`src/rtl/power_unit_pkg.sv`:
```
// Purpose: shared constants and types for the sleep/suspend wake-up control
// Assumes: 8-bit special-function register port, 100 MHz mclk
// Notes:   one register, the power unit configuration
package power_unit_pkg;

   // ------------------------------------------------------------
   // register map
   // ------------------------------------------------------------
   localparam logic [7:0] power_unit_config_addr = 8'hb5;

   // ------------------------------------------------------------
   // field positions
   // ------------------------------------------------------------
   localparam int sleep_bit      = 7;
   localparam int suspend_bit    = 6;
   localparam int clear_bit      = 5;
   localparam int rst_flag_bit   = 4;
   localparam int osc_fail_bit   = 3;
   localparam int alarm_bit      = 2;
   localparam int port_match_bit = 1;
   localparam int comp_edge_bit  = 0;
   localparam int src_count      = 4;

   // ------------------------------------------------------------
   // reset values and timing
   // ------------------------------------------------------------
   localparam logic [3:0] enable_reset     = 4'h0;
   localparam logic [4:0] flags_reset      = 5'h00;
   localparam int         wake_blank_clks  = 2;
   localparam logic [1:0] wake_blank_count = 2'(wake_blank_clks);
   localparam int         clk_period_ns    = 10;
   localparam int         regulator_settle_ns   = 20;
   localparam int         regulator_settle_clks =
      (regulator_settle_ns + clk_period_ns - 1) / clk_period_ns;
   localparam logic [3:0] settle_count = 4'(regulator_settle_clks);

   typedef enum {st_run, st_suspend, st_sleep, st_wake} power_state_t;

endpackage : power_unit_pkg

```
`src/rtl/settle_timer.sv`:
```
// Purpose: small down-counter that reports when a wait has elapsed
// Assumes: load pulse restarts the count
// Notes:   used for wake blanking after suspend
`timescale 1ns/1ps
module settle_timer
(
   input  wire logic       mclk,
   input  wire logic       srst,
   input  wire logic       load,
   input  wire logic [3:0] count,
   output logic            busy
);

   typedef struct packed
   {
      logic [3:0] left;
   } timer_state_t;

   timer_state_t cur;
   timer_state_t next_cur;

   always_comb
   begin
      next_cur = cur;
      if (load)
      begin
         next_cur.left = count;
      end
      else if (cur.left != 4'h0)
      begin
         next_cur.left = cur.left - 4'h1;
      end
   end

   always_ff @(posedge mclk)
   begin
      if (srst)
      begin
         cur <= '0;
      end
      else
      begin
         cur <= next_cur;
      end
   end

   assign busy = (cur.left != 4'h0);

endmodule : settle_timer

```
`src/rtl/sleep_suspend_wakeup_control.sv`:
```
// Purpose: sleep and suspend entry, wake-up sources and wake-up flags
// Assumes: sfr bus synchronous to mclk; events synchronous; rst_pin_n synchronised
// Notes:   power outputs are controls to regulator, ram switch and clock gate
//
// Behaviour
// - sleep bit 7 gates regulator, ram on battery
// - suspend bit 6 gates clock until wake
// - digital output pins held during sleep
// - analog rail tied to battery unless float bit
// - state preserved, execution resumes next instruction
// - comparator wake only in two-cell mode
// - reset pin falling edge always wakes
// - enables written with the entry request
// - flags update always, even when disabled
// - no entry, oscillator on, while flag set
// - clear bit 5 clears all flags, write-only
// - read-only reset-pin wake flag at bit 4
// - bits 3..0 enables on write, flags on read
// - idle wakes by vector, stop by reset source
// - flags read zero two clocks after suspend wake
`timescale 1ns/1ps
module sleep_suspend_wakeup_control
   import power_unit_pkg::*;
(
   input  wire logic       mclk,
   input  wire logic       srst,
   input  wire logic       sfr_wr,
   input  wire logic       sfr_rd,
   input  wire logic [7:0] sfr_addr,
   input  wire logic [7:0] sfr_wdata,
   output logic [7:0]      sfr_rdata,
   input  wire logic       osc_fail_evt,
   input  wire logic       alarm_evt,
   input  wire logic       port_match_evt,
   input  wire logic       comp_out,
   input  wire logic       rst_pin_n,
   input  wire logic       two_cell_mode,
   input  wire logic       sleep_rail_float,
   input  wire logic       idle_wake_irq,
   output logic            core_regulator_off,
   output logic            ram_on_battery,
   output logic            sys_clk_gate,
   output logic            lp_osc_keep,
   output logic            pin_hold,
   output logic            analog_rail_tie,
   output logic            analog_rail_float,
   output logic            in_sleep,
   output logic            in_suspend,
   output logic            resume_core,
   output logic            idle_vector_req
);

   // ------------------------------------------------------------
   // state
   // ------------------------------------------------------------
   typedef struct packed
   {
      power_state_t mode;
      logic [3:0]   enable;
      logic [7:0]   rdata;
      logic         reg_off;
      logic         ram_bat;
      logic         clk_gate;
      logic         osc_keep;
      logic         hold;
      logic         rail_tie;
      logic         rail_float;
      logic         sleeping;
      logic         suspended;
      logic         resume;
      logic         idle_vec;
      logic         was_suspend;
   } ctl_state_t;

   ctl_state_t cur;
   ctl_state_t next_cur;

   logic [4:0] flags;
   logic       reg_hit;
   logic       clear_req;
   logic       blank_load;
   logic       blanking;
   logic       comp_gated;
   logic       any_flag;
   logic       wake_evt;

   assign reg_hit    = (sfr_addr == power_unit_config_addr);
   assign clear_req  = sfr_wr & reg_hit & sfr_wdata[clear_bit];
   // comparator is the only analog block alive in two-cell sleep
   assign comp_gated = comp_out & two_cell_mode;

   // ------------------------------------------------------------
   // wake-up flags
   // ------------------------------------------------------------
   // flags run every cycle regardless of enables or mode
   wake_flag u_flag_osc_fail (.mclk(mclk), .srst(srst), .event_in(osc_fail_evt),
      .rising_only(1'b0), .clear(clear_req), .flag(flags[osc_fail_bit]));
   wake_flag u_flag_alarm (.mclk(mclk), .srst(srst), .event_in(alarm_evt),
      .rising_only(1'b0), .clear(clear_req), .flag(flags[alarm_bit]));
   wake_flag u_flag_port (.mclk(mclk), .srst(srst), .event_in(port_match_evt),
      .rising_only(1'b0), .clear(clear_req), .flag(flags[port_match_bit]));
   wake_flag u_flag_comp (.mclk(mclk), .srst(srst), .event_in(comp_gated),
      .rising_only(1'b1), .clear(clear_req), .flag(flags[comp_edge_bit]));
   // falling edge of the pin, glitch or real reset alike
   wake_flag u_flag_rst (.mclk(mclk), .srst(srst), .event_in(~rst_pin_n),
      .rising_only(1'b1), .clear(clear_req), .flag(flags[rst_flag_bit]));

   // ------------------------------------------------------------
   // wake blanking after suspend
   // ------------------------------------------------------------
   settle_timer u_blank (
      .mclk  (mclk),
      .srst  (srst),
      .load  (blank_load),
      .count ({2'b00, wake_blank_count}),
      .busy  (blanking)
   );

   assign any_flag   = |flags;
   // reset pin needs no enable; other sources gated by their enable
   assign wake_evt   = flags[rst_flag_bit] | |(flags[3:0] & cur.enable);
   assign blank_load = (cur.mode == st_suspend) && wake_evt;

   // ------------------------------------------------------------
   // control
   // ------------------------------------------------------------
   always_comb
   begin
      logic [7:0] rd;
      rd       = 8'h00;
      next_cur = cur;
      next_cur.resume   = 1'b0;
      next_cur.idle_vec = idle_wake_irq;

      case (cur.mode)
         st_run:
         begin
            if (sfr_wr && reg_hit)
            begin
               next_cur.enable = sfr_wdata[3:0];
               // entry refused while a flag is pending
               if (!any_flag && sfr_wdata[sleep_bit])
               begin
                  next_cur.mode        = st_sleep;
                  next_cur.was_suspend = 1'b0;
               end
               else if (!any_flag && sfr_wdata[suspend_bit])
               begin
                  next_cur.mode        = st_suspend;
                  next_cur.was_suspend = 1'b1;
               end
            end
         end
         st_sleep, st_suspend:
         begin
            if (wake_evt)
            begin
               next_cur.mode = st_wake;
            end
         end
         st_wake:
         begin
            // registers untouched, core continues at next instruction
            next_cur.mode   = st_run;
            next_cur.resume = 1'b1;
         end
         default:
         begin
            next_cur.mode = st_run;
         end
      endcase

      next_cur.sleeping  = (next_cur.mode == st_sleep);
      next_cur.suspended = (next_cur.mode == st_suspend);
      next_cur.reg_off   = next_cur.sleeping;
      next_cur.ram_bat   = next_cur.sleeping;
      next_cur.clk_gate  = next_cur.sleeping | next_cur.suspended;
      next_cur.hold      = next_cur.sleeping;
      next_cur.rail_tie  = next_cur.sleeping & ~sleep_rail_float;
      next_cur.rail_float = next_cur.sleeping & sleep_rail_float;
      next_cur.osc_keep  = any_flag | (next_cur.mode == st_run);

      // control bits 7..5 read as zero; flags blanked just after suspend wake
      if (sfr_rd && reg_hit && !(cur.was_suspend && blanking))
      begin
         rd[4:0] = flags;
      end
      next_cur.rdata = rd;
   end

   always_ff @(posedge mclk)
   begin
      if (srst)
      begin
         cur      <= '0;
         cur.mode <= st_run;
         cur.enable <= enable_reset;
         cur.osc_keep <= 1'b1;
      end
      else
      begin
         cur <= next_cur;
      end
   end

   // ------------------------------------------------------------
   // outputs
   // ------------------------------------------------------------
   assign sfr_rdata          = cur.rdata;
   assign core_regulator_off = cur.reg_off;
   assign ram_on_battery     = cur.ram_bat;
   assign sys_clk_gate       = cur.clk_gate;
   assign lp_osc_keep        = cur.osc_keep;
   assign pin_hold           = cur.hold;
   assign analog_rail_tie    = cur.rail_tie;
   assign analog_rail_float  = cur.rail_float;
   assign in_sleep           = cur.sleeping;
   assign in_suspend         = cur.suspended;
   assign resume_core        = cur.resume;
   assign idle_vector_req    = cur.idle_vec;

endmodule : sleep_suspend_wakeup_control

```
`src/rtl/wake_flag.sv`:
```
// Purpose: one sticky wake-up flag with its event edge detector
// Assumes: event input synchronous to mclk
// Notes:   a set in the clear cycle wins
`timescale 1ns/1ps
module wake_flag
   import power_unit_pkg::*;
(
   input  wire logic mclk,
   input  wire logic srst,
   input  wire logic event_in,
   input  wire logic rising_only,
   input  wire logic clear,
   output logic      flag
);

   typedef struct packed
   {
      logic last;
      logic flag;
   } flag_state_t;

   flag_state_t cur;
   flag_state_t next_cur;

   always_comb
   begin
      logic hit;
      hit      = rising_only ? (event_in & ~cur.last) : event_in;
      next_cur = cur;
      next_cur.last = event_in;
      if (clear)
      begin
         next_cur.flag = 1'b0;
      end
      if (hit)
      begin
         next_cur.flag = 1'b1;
      end
   end

   always_ff @(posedge mclk)
   begin
      if (srst)
      begin
         cur <= '0;
      end
      else
      begin
         cur <= next_cur;
      end
   end

   assign flag = cur.flag;

endmodule : wake_flag
```
`config.mk`:
```
export PLATFORM = sky130hd
export DESIGN_NAME = sleep_suspend_wakeup_control
export DESIGN_NICKNAME = d
export VERILOG_FILES = /design/src/rtl/power_unit_pkg.sv /design/src/rtl/settle_timer.sv /design/src/rtl/sleep_suspend_wakeup_control.sv /design/src/rtl/wake_flag.sv
export SDC_FILE = /design/constraint.sdc
export NUM_CORES = 1
export LEC_CHECK = 0
export BUFFER_PORTS_ARGS = -buffer_cell sky130_fd_sc_hd__buf_4
export CAP_MARGIN = 5
export CORE_ASPECT_RATIO = 1.5
export CORE_MARGIN = 8
export CORE_UTILIZATION = 51
export CTS_CLUSTER_DIAMETER = 30
export DETAILED_ROUTE_END_ITERATION = 10
export MAX_ROUTING_LAYER = met4
export PLACE_DENSITY_LB_ADDON = 0.12
export SLEW_MARGIN = 15
export SYNTH_ARGS = -nofsm -noshare
export SYNTH_HDL_FRONTEND = slang
export SYNTH_SLANG_ARGS = --single-unit
```
`constraint.sdc`:
```
create_clock -name mclk -period 1.8 [get_ports mclk]
set_input_delay 0.18 -clock mclk [delete_from_list [all_inputs] [get_ports mclk]]
set_output_delay 0.18 -clock mclk [all_outputs]
set_load 0.01 [all_outputs]
```
# Yosys cells after proc, flatten, opt, wreduce, memory -nomap -nowiden
# Index checks and enable logic that the tools add are counted.
# W data, S select, Z words.
# word_totals
ff_bits,64
latch_bits,0
ram_bits,0
mem_bits_ro,0
elab_cells,88
n_memories,0
# op_classes
n_addsub,1
mul,0
div_mod_pow,0
magnitude_cmp,0
eq_ne,7
shift,0
n_mux,16
bitwise,16
reduce_logical,26
# op_table
operator,count
$eq A32 B2 Y1 const B,4
$mux W32,3
$logic_not A32 Y1,2
$pmux W32 S2,1
$mux W36,1
$eq A32 B1 Y1 const B,1
$eq A32 B3 Y1 const B,1
$reduce_bool A2 Y1,7
$mux W1,9
$eq A8 B8 Y1 const B,1
$and A1 B1 Y1,7
$logic_and A1 B1 Y1,7
$reduce_or A2 Y1,3
$not A1 Y1,5
$reduce_or A5 Y1,1
$and A4 B4 Y4,1
$mux W2,2
$reduce_bool A4 Y1,1
$reduce_or A4 Y1,1
$sub A4 B1 Y4 const B,1
$or A1 B1 Y1,3
$reduce_and A3 Y1,1
$logic_not A1 Y1,2
$reduce_and A2 Y1,1

# Logic depth before layout (Yosys ltp)
# Gate-level depths: netlist of run 1.
# depth
depth_word,9
depth_mapped,5

# Modules after synthesis
# From an unflattened synthesis of run 1, not the netlist that was laid out.
# hier_totals
cells_unflattened,191
area_unflattened_um2,2153.3
# modules_own_cells
mod,n_inst,cells_each,area_each_um2
sleep_suspend_wakeup_control,1,135,1597.8
wake_flag,5,6,65.1
settle_timer,1,26,230.2

# Worst setup path before layout of run 1
# Ideal clock, no wire load.
# synth_timing
kind,reg2reg
startpoint,register cur[34] (netlist bit)
endpoint,register cur[0] (netlist bit)
arrival_time_ps,1491
setup_slack_ps,192
path_stages_with_launch,6
path_buffers,0
cell_sequence,dfxtp_1 > nor4_2 > nand4_2 > nor4_4 > and3_2 > nor3_2
# synth_between
elab_chain_cells,2
# synth_rtl
element,line,source
"start, declared",sleep_suspend_wakeup_control.sv:75,ctl_state_t cur;
"start signal, assigned",sleep_suspend_wakeup_control.sv:202,cur <= next_cur;
$logic_not A32 Y1,sleep_suspend_wakeup_control.sv:135,case (cur.mode)
$reduce_and A3 Y1 (no source line),n/a,
# Every way passes these cells.
# A chain may end at the register's enable or synchronous reset.

# Worst setup path in the final report of run 1
# layout_timing
startpoint,register cur[26] (netlist bit)
endpoint,register cur[23] (netlist bit)
# layout_between
elab_chain_cells,2
# layout_rtl
element,line
$logic_not A32 Y1,sleep_suspend_wakeup_control.sv:135
$reduce_and A2 Y1 (no source line),n/a
# Every way passes these cells.

==> results.txt, run 1 <==
The core region is 3854 sq um. The global routing usage on met2 came out at 23.06%. After clock tree synthesis, the flow added hold-fix buffers numbering 0.

The count of unique library cells instantiated by Yosys came out at 40. The filler cell count in the final layout came out at 332. Total power for the finished layout comes to 2501 uW. In this run the number of H-tree levels came out at 3. Ranked by total cell area, the synthesized netlist is headed by dfxtp_1 (62%), buf_4 (4.2%), nor2_1 (3.4%). The top cell types in the final layout, fill and taps aside, are dfxtp_1 (61), buf_4 (46), conb_1 (33).

The synthesis-stage register bit count is a little over 60. The count of mapped cells out of synthesis came out at roughly 170. Global routing used a little under an eighth of the available met1 tracks. The antenna diode count came out at 0.

The layer flagged by global routing as most heavily used is met2. For this run the aggregate overflow at the end of global routing stands at 0. The data arrival time at the worst-slack endpoint is 1920 ps. The worst-case clock skew came out at 5.504 ps. The total number of vias came out at 1411. The effective utilization at floorplan is 51.49%.

The total number of placement rows is 28. The area of all placed cells without fillers is 2574 sq um. The width of the die is 66.93 um. The via density per instance is 4.799. Global routing consumed, over all layers together, 13.58% of the routing resources. Among all flip-flop cells after synthesis, the most frequent one is dfxtp_1. The time the worst path needs with I/O delays and setup came out at around 1700 ps.

The tool flagged a number of max-cap violations equal to 0. The static leakage came out at 0.001137 uW. The number of detailed-route iterations in the first pass came out at 4. The placed instance area came out at 2384 sq um. The first global-routing pass estimated 6113 um of wire.

For the pin with the worst max-slew slack, the measured transition is a little under 500 ps. The post-route fraction of the period consumed by the critical path is 95.26%. The routability-driven placement congestion ratio came out at 0.8183. From synthesis to final layout, the design area changed by 29.70%. After legalization and detailed placement, the total HPWL measured 2809 um.

The max-slew violation count came out at 0. After detailed routing, the total wire length is 3727 um. For this run, the post-layout net count is about 270. The die extent in y came out at 92.40 um. CTS saw between 60 and 70 sinks. The biggest area contributor in the post-synthesis netlist is dfxtp_1.

After synthesis the cells add up to 1984 sq um. The worst-case headroom to the max-slew limit is 66.59%. STA classifies the critical path endpoint as a flop. The number of buffers inserted by port buffering came out at 42.

The number of hold violations in the final report is 0. Setup repair after global routing left no endpoint under its margin. The routed wirelength normalized by instance count came out at 12.68 um. The fmax came out at 583.2 MHz. The required time reported for the critical path endpoint came out at 2010 ps.

After the first detailed-routing iteration, the DRC count stood at 35. The worst hold-check path type is in2reg. The number of flip-flops under the largest register name is 37. The met3 track demand over resource is 6.409%. In this run the remaining antenna-violating nets after routing total 0. The top-level port count came out at 47. Yosys printed 0 warnings. The insertion delay to the later sink of the worst-skew pair came out at 320 ps. The number of failing setup endpoints in the final timing report is 0. The share of synthesized area in the top cell type comes to about 62%.

Clock-pin slew was measured on the worst setup and hold paths at 60 ps. The average footprint of a synthesized cell is about 12 sq um. In this run the power density over the cells is about 970 nW/um^2. The via count of the first global-routing pass was 1456. The clock passes through at most 2 buffers. Counting flops with a built-in enable in the synthesized netlist gives 0. Entering global routing, the biggest net connects 20 pins.

The initial antenna violation count came to 0. The register ranked first by flip-flop count is cur. The critical path is of the reg2reg type. The maximum fanout along the worst path came out at 4. The worst setup path is launched from a flop. The library cell used most frequently in the layout, excluding fill and tap cells, is dfxtp_1. The fraction of layout instances using a drive strength above 1 came out at about 30%. The area enclosed by the die boundary came out at 6184 sq um.

The flow ran to the end, and the final reports show no timing, DRC or antenna violations. The async set or reset register ratio after synthesis came out at 0%. The total CTS buffers is 9. For this run, design rule violations remaining after detail routing come to 0. The largest voltage drop on the vdd net came out at slightly above 0.0008 V. The sum of negative setup slack came out at 0 ps. The share of the yosys chip area belonging to registers is 61.54%. In this run the clock root is driven by a clkbuf_8. The CTS tree is yes.
-- per-layer routing --
| layer | wire length, um | vias to the layer above |
|---|---|---|
| met5 | 0 | - |
| met4 | 143 | 0 |
| met3 | 292 | 10 |
| met2 | 1961 | 50 |
| met1 | 1330 | 646 |
| li1 | - | 705 |
-- path summary, 6_finish.rpt --
check / start / endpoint / slack (ps) / cells after the start
max reg2reg: cur[26] / cur[23] / 90 / 6
min: rst_pin_n / u_flag_rst.cur[1] / 30 / 2
max: cur[26] / cur[23] / 90 / 6
min reg2reg: u_flag_comp.cur[1] / u_flag_comp.flag / 420 / 1
-- cell usage after synthesis, types with 2 or more instances --
cell	instances
a21oi_1	8
a31oi_1	2
and2_1	6
buf_4	11
dfxtp_1	61
inv_1	2
mux2i_1	4
nand2_1	5
nand3_1	3
nand3b_1	3
nand4_1	2
nand4_2	2
nor2_1	18
nor2b_1	4
nor3_1	5
nor4_1	3
nor4_2	3
nor4_4	3
o21ai_0	2
o31ai_1	2
-- cell type report --
class	instances	area [sq um]	share of cell area (%)
sequential	61	1221	47.45
multi-input combinational	125	784.5	30.48
timing repair buffer	46	345.3	13.42
clock buffer	13	148.9	5.785
tap	45	56.30	2.188
clock inverter	2	10.01	0.3889
inverter	2	7.507	0.2917
-- through the flow --
step	setup WS [ps]	util [%]	instances	hold WS, ps
after CTS	16.12	65.97	292	5.230
after global routing	7.407	66.79	294	20.11
after global placement	94.92	61.85	277	356.4
after floorplan	192.4	-	201	252.4
final	85.26	66.79	294	26.92
after detailed placement	25.32	61.85	277	356.4
-- worst max-delay path, cell delays in order, from the launching register on --
cell and delay, ps:
dfxtp_1 330, nor4_4 310, nand4_2 210, nor4_4 300
buf_4 200, mux2i_1 210, nor2_1 50
-- power by group --
group	internal [uW]	switching [uW]	leakage, uW
Combinational	60.4	44.8	0.000549
Sequential	1400	28.1	0.000505
Clock	525	443	0.0000833
Total	1990	516	0.00114
-- cells by family (layout without fill, tap and decap cells) --
family / count (synthesis) / in the layout / share of synthesized area [%]
AO/OA/AOI/OAI: 20 / 20 / 6.558
buffers and inverters: 15 / 63 / 5.801
AND/OR/NAND/NOR: 68 / 68 / 23.90
flip-flops: 61 / 61 / 61.54
other: 1 / 33 / 0.1890
multiplexers: 4 / 4 / 2.018
-- what timing repair did --
item	4_1_cts	5_1_grt
setup endpoints to repair	0	8
resized for setup	0	3
setup buffers	0	2
Note: power is estimated with default switching activity, not from simulation.
==> run 2, diff against run 1 <==
--- a/config.mk
+++ b/config.mk
@@ -10,10 +10,11 @@
 export CORE_ASPECT_RATIO = 1.5
 export CORE_MARGIN = 8
 export CORE_UTILIZATION = 51
+export CTS_BUF_LIST = sky130_fd_sc_hd__clkbuf_16
 export CTS_CLUSTER_DIAMETER = 30
 export DETAILED_ROUTE_END_ITERATION = 10
 export MAX_ROUTING_LAYER = met4
-export PLACE_DENSITY_LB_ADDON = 0.12
+export PLACE_DENSITY = 0.81
 export SLEW_MARGIN = 15
 export SYNTH_ARGS = -nofsm -noshare
 export SYNTH_HDL_FRONTEND = slang
==> results.txt, run 2 (synthesis results as in run 1) <==
The wire length of the first global-routing pass came out at 6106 um (was 6113 um). The insertion delay to the later sink of the worst-skew pair came out at 320 ps (about the same). The slowest cell on the critical path was dfxtp_1 (unchanged).

The largest voltage drop on the vdd net is 0.001050 V (was 0.0008251 V). The static leakage came to 0.001191 uW (was 0.001137 uW). The maximum fanout along the worst path came to 4 (unchanged).

The register ranked first by flip-flop count was cur (unchanged). The via count of the first global-routing pass came out at 1419 (was 1456). The time the worst path needs with I/O delays and setup is 1729 ps (was 1715 ps). The register-to-register path setup slack came out at 70 ps (was 90 ps). The top layer used by detailed routing is met4 (unchanged).

The global routing usage summed across all routing layers came out at 13.58% (about the same). The number of failing setup endpoints in the final timing report is 0 (unchanged). The total number of vias came out at 1418 (was 1411). The placement-stage worst setup slack is 46.77 ps (was 25.32 ps). The total number of nets in the final design was 273 (unchanged).

The final critical-path setup slack is 71.10 ps (was 85.26 ps). The final routed DRC violation total came to 0 (unchanged). The wire length on met1 is 1415 um (was 1330 um). The post-route fraction of the period consumed by the critical path is 96.05% (was 95.26%). The number of sinks driven by the clock tree is 61 (unchanged). Commonest cells after routing, fill and taps aside: dfxtp_1 (61), buf_4 (46), conb_1 (33) (unchanged).

The worst hold slack was 31.84 ps (was 26.92 ps). The count of routing violations after the opening detailed-route iteration came out at 76 (was 35). The cell depth of the worst flop-to-flop path is 6 (unchanged). The area added between synthesis and finish is 34.74% (was 29.70%). The die extent in y came out at 92.40 um (unchanged). The total power divided by cell area came out at 1102 nW/um^2 (was 971.9 nW/um^2). The largest net degree at the start of global routing came out at 20 (unchanged). The count of hold-fix buffers inserted at cts came out at 0 (unchanged). The area of all placed cells without fillers is 2674 sq um (was 2574 sq um). The filler cell count in the final layout is 292 (was 332).

The top-level port count is 47 (unchanged). The count of antenna-violating nets left after detailed routing is 0 (unchanged). The max-cap check violation count is 0 (unchanged). The required time reported for the critical path endpoint came to 2000 ps (was 2010 ps).

The total CTS buffers is 9 (unchanged). The fmax came out at 578.4 MHz (was 583.2 MHz). The routed wirelength normalized by instance count is 13.32 um (was 12.68 um).

The placed instance area is 2391 sq um (was 2384 sq um). The worst setup path category was reg2reg (unchanged). The cell with the most instances on the worst path is nor4_4 (unchanged). The worst-case clock skew came out at 6.164 ps (was 5.504 ps). The number of buffers and inverters on the critical path came out at 1 (unchanged). The maximum number of buffers from clock root to sink is 2 (unchanged).

The initial antenna violation count is 0 (unchanged). The final wirelength came out at 3916 um (was 3727 um). The H-tree depth reported by CTS is 3 (unchanged).

The effective utilization at floorplan came to 51.49% (unchanged). The clock tree root driver cell is clkbuf_16 (was clkbuf_8). The met2 wire length is 2132 um (was 1961 um).

The multi-input logic area is 793.3 sq um (was 784.5 sq um). The antenna diode count came out at 0 (unchanged). The critical path capture point type is a flop (unchanged). The overall overflow remaining after global route is 0 (unchanged).

The max-slew violation count is 0 (unchanged). The leading cell type in the layout, fill and taps excluded is dfxtp_1 (unchanged). The logic depth of the worst setup path including buffers is 6 (unchanged).

Ordered cell list for the critical path: nor4_4, nand4_2, nor4_4, buf_4, mux2i_1, nor2_1 (unchanged). The worst hold-check path type is in2reg (unchanged). The number of flip-flops under the largest register name is 37 (unchanged).

The endpoint of the worst hold-timing path is analog_rail_tie (was u_flag_rst.cur[1]). The maximum single-stage delay on the critical path came out at 310 ps (was 330 ps). The CTS clock-pin slew for the worst setup and hold paths came out at 50 ps (was 60 ps). The number of detailed-route iterations in the first pass is 4 (unchanged). The half-perimeter wire length after detailed placement is 2681 um (was 2809 um). The number of hold violations in the final report was 0 (unchanged). The routed length on met3 was 263 um (was 292 um). The number of cells traversed by the worst hold path came out at 2 (unchanged). Unrepaired setup endpoints after global routing: yes (was no). The area enclosed by the die boundary came out at 6184 sq um (unchanged). The worst flop-to-flop path startpoint is cur[26] (unchanged). The width of the die came out at 66.93 um (unchanged).

The capture instance of the worst register-to-register path is cur[23] (unchanged). The critical path's top delay family is simple AND/OR/NAND/NOR gates (unchanged). The area occupied by registers came to 1221 sq um (unchanged). The number of buffers inserted by port buffering is 42 (unchanged).

The total number of placement rows is 28 (unchanged). The CTS tree is yes (unchanged). Result of the run: finished, final reports clean (unchanged). The routability-driven placement congestion ratio came out at 0.7907 (was 0.8183).

The via density per instance was 4.823 (was 4.799). The type of origin of the critical path was a flop (unchanged). The fraction of layout instances using a drive strength above 1 came out at 29.72% (was 30.12%). The launch instance of the worst min-delay path is sleep_rail_float (was rst_pin_n). The floorplan core area came out at 3854 sq um (unchanged). The data arrival time at the worst-slack endpoint came out at 1930 ps (was 1920 ps).
==> run 2: cell count changes in the layout (fill, tap and decap cells not counted) <==
cell       delta
clkbuf_16     +9
nor4_4        +1
nor4_2        -1
clkbuf_8     -10
inv_1         +3
clkbuf_1      -3
clkinv_1      +1
==> run 2: per-layer routing <==
layer	track usage, %	vias up
li1	-	704
met1	11.43	670
met2	23.46	36
met3	5.441	8
met4	8.932	0
met5	-	-
==> run 2: worst max-delay path by stage <==
stage	from	endpoint	slack (ps)
2_1_floorplan	cur[34]	cur[0]	190
3_3_place_gp	cur[51]	cur[22]	80
3_5_place_dp	cur[51]	cur[21]	50
4_1_cts	cur[51]	cur[21]	20
5_1_grt	cur[37]	cur[23]	-30
6_report	cur[26]	cur[23]	70
==> run 2: cell type report <==
| class | instances | share of cell area (%) |
|---|---|---|
| clock buffers | 9 | 8.423 |
| clock inverters | 6 | 0.9359 |
| inverters | 2 | 0.2808 |
| multi-input cells | 125 | 29.67 |
| flip-flops and latches | 61 | 45.67 |
| well taps | 45 | 2.106 |
| repair buffers | 46 | 12.92 |
==> run 2: where the power goes <==
group	switching, uW	internal, uW	total (uW)
Sequential	30.3	1400	1430
Combinational	45.4	60.9	106
Clock	514	892	1410
Total	590	2360	2950
==> run 2: repair_timing <==
item	4_1_cts	5_1_grt
setup buffers	0	1
resized for setup	0	4
endpoints found under the setup margin	0	9
==> run 2: metrics by stage <==
stage / setup TNS (ps) / cells / utilization, % / power (uW)
after floorplan: 0 / 201 / - / 1505
after global placement: 0 / 278 / 62.05 / 1553
after detailed placement: 0 / 278 / 62.05 / 1557
after CTS: 0 / 293 / 68.54 / 2972
after global routing: -67.68 / 294 / 69.38 / 3065
final: 0 / 294 / 69.38 / 2946
==> run 2: worst reg2reg max path: cells and delay by family (launching register included) <==
family / cells / cell delay [ps]
muxes: 1 / 210
DFF: 1 / 310
buffers and inverters: 1 / 210
and+or+nand+nor: 4 / 890
